===== config.mk =====
export PLATFORM = sky130hd
export DESIGN_NAME = aels_top
export DESIGN_NICKNAME = d
export VERILOG_FILES = /design/src/core/aels_pkg.sv /design/src/core/aels_top.sv /design/src/core/aels_sync.sv /design/src/core/aels_quad.sv
export SDC_FILE = /design/constraint.sdc
export NUM_CORES = 1
export LEC_CHECK = 0
export CAP_MARGIN = 5
export CELL_PAD_IN_SITES_DETAIL_PLACEMENT = 1
export CELL_PAD_IN_SITES_GLOBAL_PLACEMENT = 1
export CORE_MARGIN = 2
export CORE_UTILIZATION = 25
export DETAILED_ROUTE_END_ITERATION = 8
export DONT_BUFFER_PORTS = 1
export HOLD_SLACK_MARGIN = 0.1
export PLACE_DENSITY_LB_ADDON = 0.08
export SLEW_MARGIN = 20
export SYNTH_ARGS = -nofsm -noshare
export SYNTH_HDL_FRONTEND = slang
export SYNTH_SLANG_ARGS = --single-unit

===== constraint.sdc =====
create_clock -name CLK_SYS -period 6.6 [get_ports CLK_SYS]
set_clock_uncertainty 0.1 [all_clocks]
set_input_delay 1.32 -clock CLK_SYS [delete_from_list [all_inputs] [get_ports CLK_SYS]]
set_output_delay 1.32 -clock CLK_SYS [all_outputs]
set_load 0.01 [all_outputs]

===== src/core/aels_pkg.sv =====
// package for the axis enable and limit supervisor: map, fields, types
// Notes on behaviour
// - After reset the amplifier enable output is at once high, inactive.
// - An axis enable request drives the amplifier enable output low, active.
// - Following error, an active limit or amplifier fault drops the enable.
// - A motor off command drops the amplifier enable of the axis.
// - In position mode a limit stops only motion toward that limit.
// - In other modes either active limit stops the axis, any direction.
// - Limit stop action is decelerate, stop at once, or turn off.
// - Limit reaction is switched on or off by the limit configuration.
// - Home search takes as zero only an index seen while coarse home is active.
// - Motor command is a signed 16-bit code, zero is null output.
// - Single-ended index is active high on plus or active low on minus line.
// - Position comes from quadrature phases A and B plus the index.
package aels_pkg;
	localparam int AXI_AW = 8;
	localparam int AXI_DW = 32;
	localparam int CMD_W = 16;
	localparam int POS_W = 32;
	localparam logic [7:0] ADDR_CTRL = 8'h00;
	localparam logic [7:0] ADDR_CONFIG = 8'h04;
	localparam logic [7:0] ADDR_CMD = 8'h08;
	localparam logic [7:0] ADDR_STATUS = 8'h0C;
	localparam logic [7:0] ADDR_POS = 8'h10;
	localparam logic [7:0] ADDR_HOME = 8'h14;
	localparam logic [7:0] ADDR_IRQ_STAT = 8'h18;
	localparam logic [7:0] ADDR_IRQ_MASK = 8'h1C;
	localparam int CTRL_ENABLE_BIT = 0;
	localparam int CTRL_OFF_BIT = 1;
	localparam int HOME_START_BIT = 0;
	localparam int IRQ_LIMIT = 0;
	localparam int IRQ_FAULT = 1;
	localparam int IRQ_FOLLOW = 2;
	localparam int IRQ_HOME = 3;
	localparam int IRQ_W = 4;
	localparam logic [1:0] RESP_OKAY = 2'h0;
	localparam logic [1:0] RESP_SLVERR = 2'h2;
	localparam logic [CMD_W-1:0] CMD_NULL = 16'h0000;
	localparam logic [CMD_W-1:0] DECEL_STEP_DEF = 16'h0010;
	typedef enum logic [1:0] {STOP_DECEL = 2'h0, STOP_NOW = 2'h1, STOP_OFF = 2'h2} aels_stop_t;
	typedef enum logic [1:0] {IDX_DIFF = 2'h0, IDX_PLUS_HIGH = 2'h1, IDX_MINUS_LOW = 2'h2} aels_idx_t;
	// gray along off -> run -> stopping; stopping -> off flips both bits
	typedef enum logic [1:0] {AX_OFF = 2'b00, AX_RUN = 2'b01, AX_STOPPING = 2'b11} aels_state_t;
	typedef struct packed {
		logic [25:0] rsvd;
		aels_idx_t index_sel;
		aels_stop_t stop_mode;
		logic position_mode;
		logic limit_enable;
	} aels_cfg_t;
	localparam aels_cfg_t CFG_RESET = '{rsvd: 26'h0, index_sel: IDX_DIFF, stop_mode: STOP_DECEL,
		position_mode: 1'b1, limit_enable: 1'b1};
	typedef struct packed {
		logic lim_pos;
		logic lim_neg;
		logic home;
		logic fault;
		logic enc_a;
		logic enc_b;
		logic z_plus;
		logic z_minus;
	} aels_pins_t;
	localparam int PINS_W = 8;
endpackage


===== src/core/aels_top.sv =====
// axis supervisor: amplifier enable, limit stops, home search, command output, register slave
//
// The AXI4-Lite slave port and the placing of the registers were chosen for this implementation.
`timescale 1ns/1ps
`default_nettype none
module aels_top #(
	parameter logic [aels_pkg::CMD_W-1:0] DECEL_STEP = aels_pkg::DECEL_STEP_DEF
) (
	input wire logic CLK_SYS,
	input wire logic RST,
	input wire logic [aels_pkg::AXI_AW-1:0] S_AXI_AWADDR,
	input wire logic S_AXI_AWVALID,
	output logic S_AXI_AWREADY,
	input wire logic [aels_pkg::AXI_DW-1:0] S_AXI_WDATA,
	input wire logic [3:0] S_AXI_WSTRB,
	input wire logic S_AXI_WVALID,
	output logic S_AXI_WREADY,
	output logic [1:0] S_AXI_BRESP,
	output logic S_AXI_BVALID,
	input wire logic S_AXI_BREADY,
	input wire logic [aels_pkg::AXI_AW-1:0] S_AXI_ARADDR,
	input wire logic S_AXI_ARVALID,
	output logic S_AXI_ARREADY,
	output logic [aels_pkg::AXI_DW-1:0] S_AXI_RDATA,
	output logic [1:0] S_AXI_RRESP,
	output logic S_AXI_RVALID,
	input wire logic S_AXI_RREADY,
	input wire aels_pkg::aels_pins_t PINS,
	input wire logic FOLLOW_ERR,
	output logic [aels_pkg::CMD_W-1:0] MOTOR_CMD,
	output logic AMP_EN_N,
	output logic AMP_EN_OE,
	output logic IRQ
);
	import aels_pkg::*;

	generate
		if (DECEL_STEP == '0)
		begin : g_bad_step
			$error("DECEL_STEP must be nonzero");
		end
	endgenerate

	aels_pins_t pins_s;
	aels_cfg_t cfg;
	aels_state_t state;
	logic [CMD_W-1:0] host_cmd;
	logic [POS_W-1:0] position;
	logic index_rise;
	logic index_level;
	logic homing;
	logic homed;
	logic home_hit;
	logic [IRQ_W-1:0] irq_stat;
	logic [IRQ_W-1:0] irq_mask;
	logic [IRQ_W-1:0] irq_set;
	logic aw_hold;
	logic w_hold;
	logic [AXI_AW-1:0] aw_addr;
	logic [AXI_DW-1:0] w_data;
	logic [3:0] w_strb;
	logic do_write;
	logic wr_mapped;
	logic [AXI_DW-1:0] rd_word;
	logic rd_mapped;
	logic [7:0] wa;
	logic [7:0] ra;
	logic enable_req;
	logic off_req;
	logic home_req;
	logic dir_pos;
	logic dir_neg;
	logic lim_hit;
	logic hard_err;
	logic [CMD_W-1:0] next_cmd;
	logic [CMD_W-1:0] ramp;

	aels_sync #(
		.W(PINS_W)
	) u_sync (
		.CLK_SYS(CLK_SYS),
		.RST(RST),
		.D(PINS),
		.Q(pins_s)
	);

	always_comb
	begin
		case (cfg.index_sel)
			IDX_PLUS_HIGH: index_level = pins_s.z_plus;
			IDX_MINUS_LOW: index_level = ~pins_s.z_minus;
			default: index_level = pins_s.z_plus & ~pins_s.z_minus;
		endcase
	end

	aels_quad u_quad (
		.CLK_SYS(CLK_SYS),
		.RST(RST),
		.PHASE_A(pins_s.enc_a),
		.PHASE_B(pins_s.enc_b),
		.INDEX(index_level),
		.ZERO(home_hit),
		.POSITION(position),
		.INDEX_RISE(index_rise)
	);

	// write channel: address and data taken in either order, one write at a time
	assign S_AXI_AWREADY = ~aw_hold & ~S_AXI_BVALID;
	assign S_AXI_WREADY = ~w_hold & ~S_AXI_BVALID;
	assign do_write = aw_hold & w_hold & ~S_AXI_BVALID;
	assign wa = {aw_addr[7:2], 2'b00};

	always_ff @(posedge CLK_SYS)
	begin
		if (RST)
		begin
			aw_hold <= 1'b0;
			aw_addr <= '0;
		end
		else if (S_AXI_AWVALID && S_AXI_AWREADY)
		begin
			aw_hold <= 1'b1;
			aw_addr <= S_AXI_AWADDR;
		end
		else if (do_write)
			aw_hold <= 1'b0;
	end

	always_ff @(posedge CLK_SYS)
	begin
		if (RST)
		begin
			w_hold <= 1'b0;
			w_data <= '0;
			w_strb <= '0;
		end
		else if (S_AXI_WVALID && S_AXI_WREADY)
		begin
			w_hold <= 1'b1;
			w_data <= S_AXI_WDATA;
			w_strb <= S_AXI_WSTRB;
		end
		else if (do_write)
			w_hold <= 1'b0;
	end

	always_comb
	begin
		case (wa)
			ADDR_CTRL, ADDR_CONFIG, ADDR_CMD, ADDR_HOME, ADDR_IRQ_STAT, ADDR_IRQ_MASK:
				wr_mapped = 1'b1;
			default: wr_mapped = 1'b0;
		endcase
	end

	always_ff @(posedge CLK_SYS)
	begin
		if (RST)
		begin
			S_AXI_BVALID <= 1'b0;
			S_AXI_BRESP <= RESP_OKAY;
		end
		else if (do_write)
		begin
			S_AXI_BVALID <= 1'b1;
			S_AXI_BRESP <= wr_mapped ? RESP_OKAY : RESP_SLVERR;
		end
		else if (S_AXI_BREADY)
			S_AXI_BVALID <= 1'b0;
	end

	function automatic logic [AXI_DW-1:0] merge(input logic [AXI_DW-1:0] old,
		input logic [AXI_DW-1:0] nw, input logic [3:0] strb);
		logic [AXI_DW-1:0] r;
		r = old;
		for (int k = 0; k < 4; k++)
			if (strb[k])
				r[k*8 +: 8] = nw[k*8 +: 8];
		return r;
	endfunction

	// commands are one-cycle strobes from writes of one, byte 0 only
	assign enable_req = do_write && wa == ADDR_CTRL && w_strb[0] && w_data[CTRL_ENABLE_BIT];
	assign off_req = do_write && wa == ADDR_CTRL && w_strb[0] && w_data[CTRL_OFF_BIT];
	assign home_req = do_write && wa == ADDR_HOME && w_strb[0] && w_data[HOME_START_BIT];

	always_ff @(posedge CLK_SYS)
	begin
		if (RST)
			cfg <= CFG_RESET;
		else if (do_write && wa == ADDR_CONFIG)
		begin
			cfg <= merge(cfg, w_data, w_strb);
			cfg.rsvd <= '0;
		end
	end

	always_ff @(posedge CLK_SYS)
	begin
		if (RST)
			host_cmd <= CMD_NULL;
		else if (do_write && wa == ADDR_CMD)
			host_cmd <= CMD_W'(merge({16'h0000, host_cmd}, w_data, w_strb));
	end

	always_ff @(posedge CLK_SYS)
	begin
		if (RST)
			irq_mask <= '0;
		else if (do_write && wa == ADDR_IRQ_MASK && w_strb[0])
			irq_mask <= w_data[IRQ_W-1:0];
	end

	// limit qualification; travel direction is taken from the host command sign
	assign dir_pos = ~host_cmd[CMD_W-1] & (host_cmd != CMD_NULL);
	assign dir_neg = host_cmd[CMD_W-1];

	always_comb
	begin
		if (!cfg.limit_enable)
			lim_hit = 1'b0;
		else if (cfg.position_mode)
			lim_hit = (pins_s.lim_pos & dir_pos) | (pins_s.lim_neg & dir_neg);
		else
			lim_hit = pins_s.lim_pos | pins_s.lim_neg;
	end

	assign hard_err = pins_s.fault | FOLLOW_ERR;

	// axis state: errors win over a simultaneous enable request
	always_ff @(posedge CLK_SYS)
	begin
		if (RST)
			state <= AX_OFF;
		else
		begin
			case (state)
				AX_OFF:
					if (enable_req && !hard_err && !off_req)
						state <= AX_RUN;
				AX_RUN:
					if (hard_err || off_req)
						state <= AX_OFF;
					else if (lim_hit)
						state <= (cfg.stop_mode == STOP_OFF) ? AX_OFF : AX_STOPPING;
				AX_STOPPING:
					if (hard_err || off_req || MOTOR_CMD == CMD_NULL)
						state <= AX_OFF;
				default: state <= AX_OFF;
			endcase
		end
	end

	// leaving off state needs a fresh enable request, so an error latches
	always_ff @(posedge CLK_SYS)
	begin
		if (RST)
			AMP_EN_N <= 1'b1;
		else
			AMP_EN_N <= ~(next_state_run());
	end

	function automatic logic next_state_run();
		logic r;
		r = 1'b0;
		case (state)
			AX_OFF: r = enable_req && !hard_err && !off_req;
			AX_RUN: r = !(hard_err || off_req || (lim_hit && cfg.stop_mode == STOP_OFF));
			AX_STOPPING: r = !(hard_err || off_req || MOTOR_CMD == CMD_NULL);
			default: r = 1'b0;
		endcase
		return r;
	endfunction

	assign AMP_EN_OE = ~AMP_EN_N;

	// deceleration ramp toward null, saturating so it never crosses zero
	always_comb
	begin
		if (MOTOR_CMD[CMD_W-1])
			ramp = (~MOTOR_CMD + 1'b1 <= DECEL_STEP) ? CMD_NULL : MOTOR_CMD + DECEL_STEP;
		else
			ramp = (MOTOR_CMD <= DECEL_STEP) ? CMD_NULL : MOTOR_CMD - DECEL_STEP;
	end

	always_comb
	begin
		next_cmd = CMD_NULL;
		case ((hard_err || off_req) ? AX_OFF : state)
			AX_RUN:
				if (hard_err || off_req)
					next_cmd = CMD_NULL;
				else if (lim_hit)
					next_cmd = (cfg.stop_mode == STOP_DECEL) ? MOTOR_CMD : CMD_NULL;
				else
					next_cmd = host_cmd;
			AX_STOPPING:
				next_cmd = (cfg.stop_mode == STOP_DECEL) ? ramp : CMD_NULL;
			default: next_cmd = CMD_NULL;
		endcase
	end

	always_ff @(posedge CLK_SYS)
	begin
		if (RST)
			MOTOR_CMD <= CMD_NULL;
		else
			MOTOR_CMD <= next_cmd;
	end

	// home search: only an index inside the coarse home window is true zero
	assign home_hit = homing & index_rise & pins_s.home;

	always_ff @(posedge CLK_SYS)
	begin
		if (RST)
		begin
			homing <= 1'b0;
			homed <= 1'b0;
		end
		else if (home_hit)
		begin
			homing <= 1'b0;
			homed <= 1'b1;
		end
		else if (home_req)
		begin
			homing <= 1'b1;
			homed <= 1'b0;
		end
	end

	// sticky events; a set in the cycle of a clear wins
	assign irq_set[IRQ_LIMIT] = (state == AX_RUN) & lim_hit;
	assign irq_set[IRQ_FAULT] = pins_s.fault;
	assign irq_set[IRQ_FOLLOW] = FOLLOW_ERR;
	assign irq_set[IRQ_HOME] = home_hit;

	always_ff @(posedge CLK_SYS)
	begin
		if (RST)
			irq_stat <= '0;
		else if (do_write && wa == ADDR_IRQ_STAT && w_strb[0])
			irq_stat <= (irq_stat & ~w_data[IRQ_W-1:0]) | irq_set;
		else
			irq_stat <= irq_stat | irq_set;
	end

	always_ff @(posedge CLK_SYS)
	begin
		if (RST)
			IRQ <= 1'b0;
		else
			IRQ <= |(irq_stat & irq_mask);
	end

	// read channel: one read at a time, data registered
	assign S_AXI_ARREADY = ~S_AXI_RVALID;
	assign ra = {S_AXI_ARADDR[7:2], 2'b00};

	always_comb
	begin
		rd_mapped = 1'b1;
		rd_word = '0;
		case (ra)
			ADDR_CTRL: rd_word = '0;
			ADDR_CONFIG: rd_word = cfg;
			ADDR_CMD: rd_word = {16'h0000, host_cmd};
			ADDR_STATUS: rd_word = {16'h0000, MOTOR_CMD[CMD_W-1:CMD_W-1], 5'h00, state,
				homed, homing, FOLLOW_ERR, pins_s.fault, pins_s.home, pins_s.lim_neg,
				pins_s.lim_pos, ~AMP_EN_N};
			ADDR_POS: rd_word = position;
			ADDR_HOME: rd_word = {30'h00000000, homed, homing};
			ADDR_IRQ_STAT: rd_word = {28'h0000000, irq_stat};
			ADDR_IRQ_MASK: rd_word = {28'h0000000, irq_mask};
			default: rd_mapped = 1'b0;
		endcase
	end

	always_ff @(posedge CLK_SYS)
	begin
		if (RST)
		begin
			S_AXI_RVALID <= 1'b0;
			S_AXI_RDATA <= '0;
			S_AXI_RRESP <= RESP_OKAY;
		end
		else if (S_AXI_ARVALID && S_AXI_ARREADY)
		begin
			S_AXI_RVALID <= 1'b1;
			S_AXI_RDATA <= rd_word;
			S_AXI_RRESP <= rd_mapped ? RESP_OKAY : RESP_SLVERR;
		end
		else if (S_AXI_RREADY)
			S_AXI_RVALID <= 1'b0;
	end
endmodule // aels_top
`default_nettype wire


===== src/core/aels_sync.sv =====
// three-stage input synchroniser that accepts a change once stages two and three agree
`timescale 1ns/1ps
`default_nettype none
module aels_sync #(
	parameter int W = 1
) (
	input wire logic CLK_SYS,
	input wire logic RST,
	input wire logic [W-1:0] D,
	output logic [W-1:0] Q
);
	logic [W-1:0] s1;
	logic [W-1:0] s2;
	logic [W-1:0] s3;

	always_ff @(posedge CLK_SYS)
	begin
		s1 <= D;
		s2 <= s1;
		s3 <= s2;
	end

	genvar i;
	generate
		for (i = 0; i < W; i++)
		begin : g_bit
			always_ff @(posedge CLK_SYS)
			begin
				if (RST)
					Q[i] <= 1'b0;
				else if (s2[i] == s3[i])
					Q[i] <= s3[i];
			end
		end
	endgenerate
endmodule // aels_sync
`default_nettype wire


===== src/core/aels_quad.sv =====
// 4x quadrature position counter with index edge detect and zeroing
`timescale 1ns/1ps
`default_nettype none
module aels_quad
	import aels_pkg::*;
(
	input wire logic CLK_SYS,
	input wire logic RST,
	input wire logic PHASE_A,
	input wire logic PHASE_B,
	input wire logic INDEX,
	input wire logic ZERO,
	output logic [aels_pkg::POS_W-1:0] POSITION,
	output logic INDEX_RISE
);
	logic a_q;
	logic b_q;
	logic z_q;
	logic step;
	logic up;

	// a double change is a lost step: skipped rather than guessed
	assign step = (PHASE_A ^ a_q) ^ (PHASE_B ^ b_q);
	assign up = PHASE_A ^ b_q;
	assign INDEX_RISE = INDEX & ~z_q;

	always_ff @(posedge CLK_SYS)
	begin
		if (RST)
		begin
			a_q <= 1'b0;
			b_q <= 1'b0;
			z_q <= 1'b0;
		end
		else
		begin
			a_q <= PHASE_A;
			b_q <= PHASE_B;
			z_q <= INDEX;
		end
	end

	always_ff @(posedge CLK_SYS)
	begin
		if (RST || ZERO)
			POSITION <= '0;
		else if (step)
			POSITION <= up ? POSITION + 1'b1 : POSITION - 1'b1;
	end
endmodule // aels_quad
`default_nettype wire


==> run metrics <==
most common cell after layout, fill and taps aside=dfxtp_1; cts repair resizes=0; Setup-failing EPs final=0; clk slew on worst S/H paths=approximately 80 ps; TritonCTS Sinks=about 180; Root Driver=clkbuf_16; Mapped Area=about 9000 sq um; Final Util=0.2801; Peak VDD IR=approximately 0.00019 V; row count=slightly below 70; synth warn=0; commonest cells after routing, fill and taps aside=dfxtp_1 (181), nand2_1 (147), nor2_1 (130); met2 wire len=13.18 mm; Die H=193.2 microns; Via Count=7828; # fillers=about 4200; total congestion overflow=0; CTS tree=done; I/O pin total=around 130; Final Hold Viols=0; Iteration-0 DRC Markers=around 430; Avg WL per Cell=about 20 microns; Layout Cell Area excl Fill=between 9000 and 10000 sq um; vias in the first global route=between 7000 and 8000; CTS buffer count=17; Psw=between 1 and 1.5 mW; clk_lat worst skew=around 450 ps; Logic pwr share=0.343; Hold WC Path Type=flip-flop to flip-flop; Critical Path End Type=flip-flop; FF+latch area=~3600 sq um; Sw Ratio=0.3728; Post-Syn Instances=between 1000 and 1500; MaxCap Viol Count=0; final wirelength=a little over 30 mm; sequential share of power=0.365; Post-layout nets=roughly 1200; hold path depth=0; RSZ-0062 raised after global routing=false; number of port buffers=0; vias per cell=5.090; pin count of the biggest net entering global routing=roughly 120; EDFF count, synth=0; final hold slack=230.3 ps; Clock Power Share=0.292; placed cell areas=between 9000 and 10000 sq um; final cycle utilization of the critical path=0.6268; Pint=approximately 2.2 mW; critical path's slowest cell=o311ai_0; Fmax achieved=between 200 and 250 MHz; ys flop type=dfxtp_1; Layout area overhead=10.84%; post-DP HPWL=21.84 mm; Die Area=37310 sq um; Worst-Margin Slew=1047 ps; CTS HTree Levels=4; top sig layer=met4; die width=193.2 microns; R2R cell count=12; distinct cell type count after synthesis=69; Seq/Total Area, Yosys=0.4051; DRC violations left=0; Mean Syn Cell Area=between 8 and 9 sq um; Placement Setup Slack=about 2400 ps; Metal-1 WL=16.07 mm; crit-path cells=xor2_1 > inv_1 > ha_1 > nor2b_1 > o31ai_1 > a21oi_1 > a31oi_1 > o31a_1 > o311ai_0 > xor2_1 > nand2_1 > a21oi_1; hold-fix buffer count after cts=0; Worst EP required=around 6900 ps; max-slew violations=0; first-pass GRT wire length=between 40 and 50 mm; Yosys reg bits=approximately 180; Core ar.=about 35000 sq um; Inst Count DP=between 1500 and 2000; WP data arrival=around 4400 ps; Layout Cells excl Fill=1538; final worst slack=between 2000 and 2500 ps; Worst Setup Start Kind=flip-flop; first-pass iteration count of the detailed router=5; layout cells sized above 1=0.05664; pwr dens=between 300 and 400 nW/um^2; crit-path max FO=15; setup bufs post-CTS=0; Tmin final=about 4100 ps; final setup TNS=0 ps; DRT antenna net count=0; wire length on met3=about 1.2 mm; area taken by multi-input logic gates=slightly below 5000 sq um; clock buffer depth=2; initial antenna violation count=0; Final GP Congestion=roughly 0.76; n_diodes=0; outcome=complete, no violations; Max-slew headroom=0.2965; asr flop ratio synth=0; CP peak stage delay=about 650 ps; worst setup path class=flip-flop to flip-flop; Tot Pwr=approximately 3.5 mW; overall routing resource usage=0.1685; starting density of the core=0.2527; leakage=approximately 3.7 nW
registers in the layout (all words and copies together) (netlist names), 2 cells and up:
register,count
state,2
u_sync.s3,8
u_quad.POSITION,32
irq_stat,4
w_strb,2
w_data,16
cfg,6
irq_mask,4
S_AXI_RDATA,32
u_sync.s1,8
u_sync.s2,8
u_sync.Q,8
host_cmd,16
MOTOR_CMD,16
aw_addr,6
cell families after synthesis:
| family | after synthesis | synth area share |
|---|---|---|
| and+or+nand+nor | 421 | 0.2144 |
| DFF | 181 | 0.4051 |
| buffers and inverters | 91 | 0.04140 |
| muxes | 26 | 0.02910 |
| AOI/OAI and AO/OA | 315 | 0.2287 |
| other | 1 | 0.0004192 |
| xor gates and xnor gates | 28 | 0.02826 |
| adders and majority gates | 37 | 0.05259 |
final cells by class:
cell class,count,share of cell area
Multi-Input combinational cell,829,0.5006
Sequential cell,181,0.3655
Tap cell,461,0.05818
Clock buffer,18,0.04430
Clock inverter,14,0.01363
Timing Repair Buffer,12,0.009086
Inverter,23,0.008708
power by group through the flow:
stage	Combinational (mW)	Sequential [mW]	Clock (mW)
floorplan	0.963	1.27	0
global placement	1.22	1.31	0
detailed placement	1.22	1.31	0
CTS	1.22	1.29	1.07
global route	1.38	1.30	1.11
finish	1.21	1.28	1.03
per-layer routing:
layer	up-vias	global-route usage
li1	3882	-
met1	3827	0.2450
met2	105	0.2543
met3	14	0.03674
met4	0	0.03526
met5	-	0
synth_stat cells (all sizes together), types with 13 or more instances:
cell type | count | share of area
nand2b | 13 | 0.0091
a21o | 18 | 0.015
mux2i | 26 | 0.029
nand3 | 34 | 0.019
a21oi | 115 | 0.065
inv | 23 | 0.0097
nand2 | 148 | 0.062
nor2 | 130 | 0.055
nor3 | 24 | 0.013
ha | 36 | 0.050
o21ai | 46 | 0.026
xnor2 | 22 | 0.022
clkbuf | 58 | 0.024
dfxtp | 181 | 0.41
a22oi | 40 | 0.034
critical path, delay by kind of cell, from the launching register on:
| family | cells | cell delay, ps |
|---|---|---|
| adder cells (fa/ha/maj) | 1 | 450 |
| flip-flops | 1 | 380 |
| AND/OR/NAND/NOR | 2 | 300 |
| AO/OA/AOI/OAI | 6 | 1970 |
| XOR/XNOR | 2 | 500 |
| buffers and inverters | 1 | 370 |
final timing paths:
path	endpoint	slack [ps]	startpoint
worst max register to register	u_quad.POSITION[28]	2460	u_sync.Q[3]
worst max-delay path	u_quad.POSITION[28]	2460	u_sync.Q[3]
worst min register to register	u_sync.s2[1]	230	u_sync.s1[1]
worst min-delay path	u_sync.s2[1]	230	u_sync.s1[1]
Note: power is estimated with default switching activity, not from simulation.
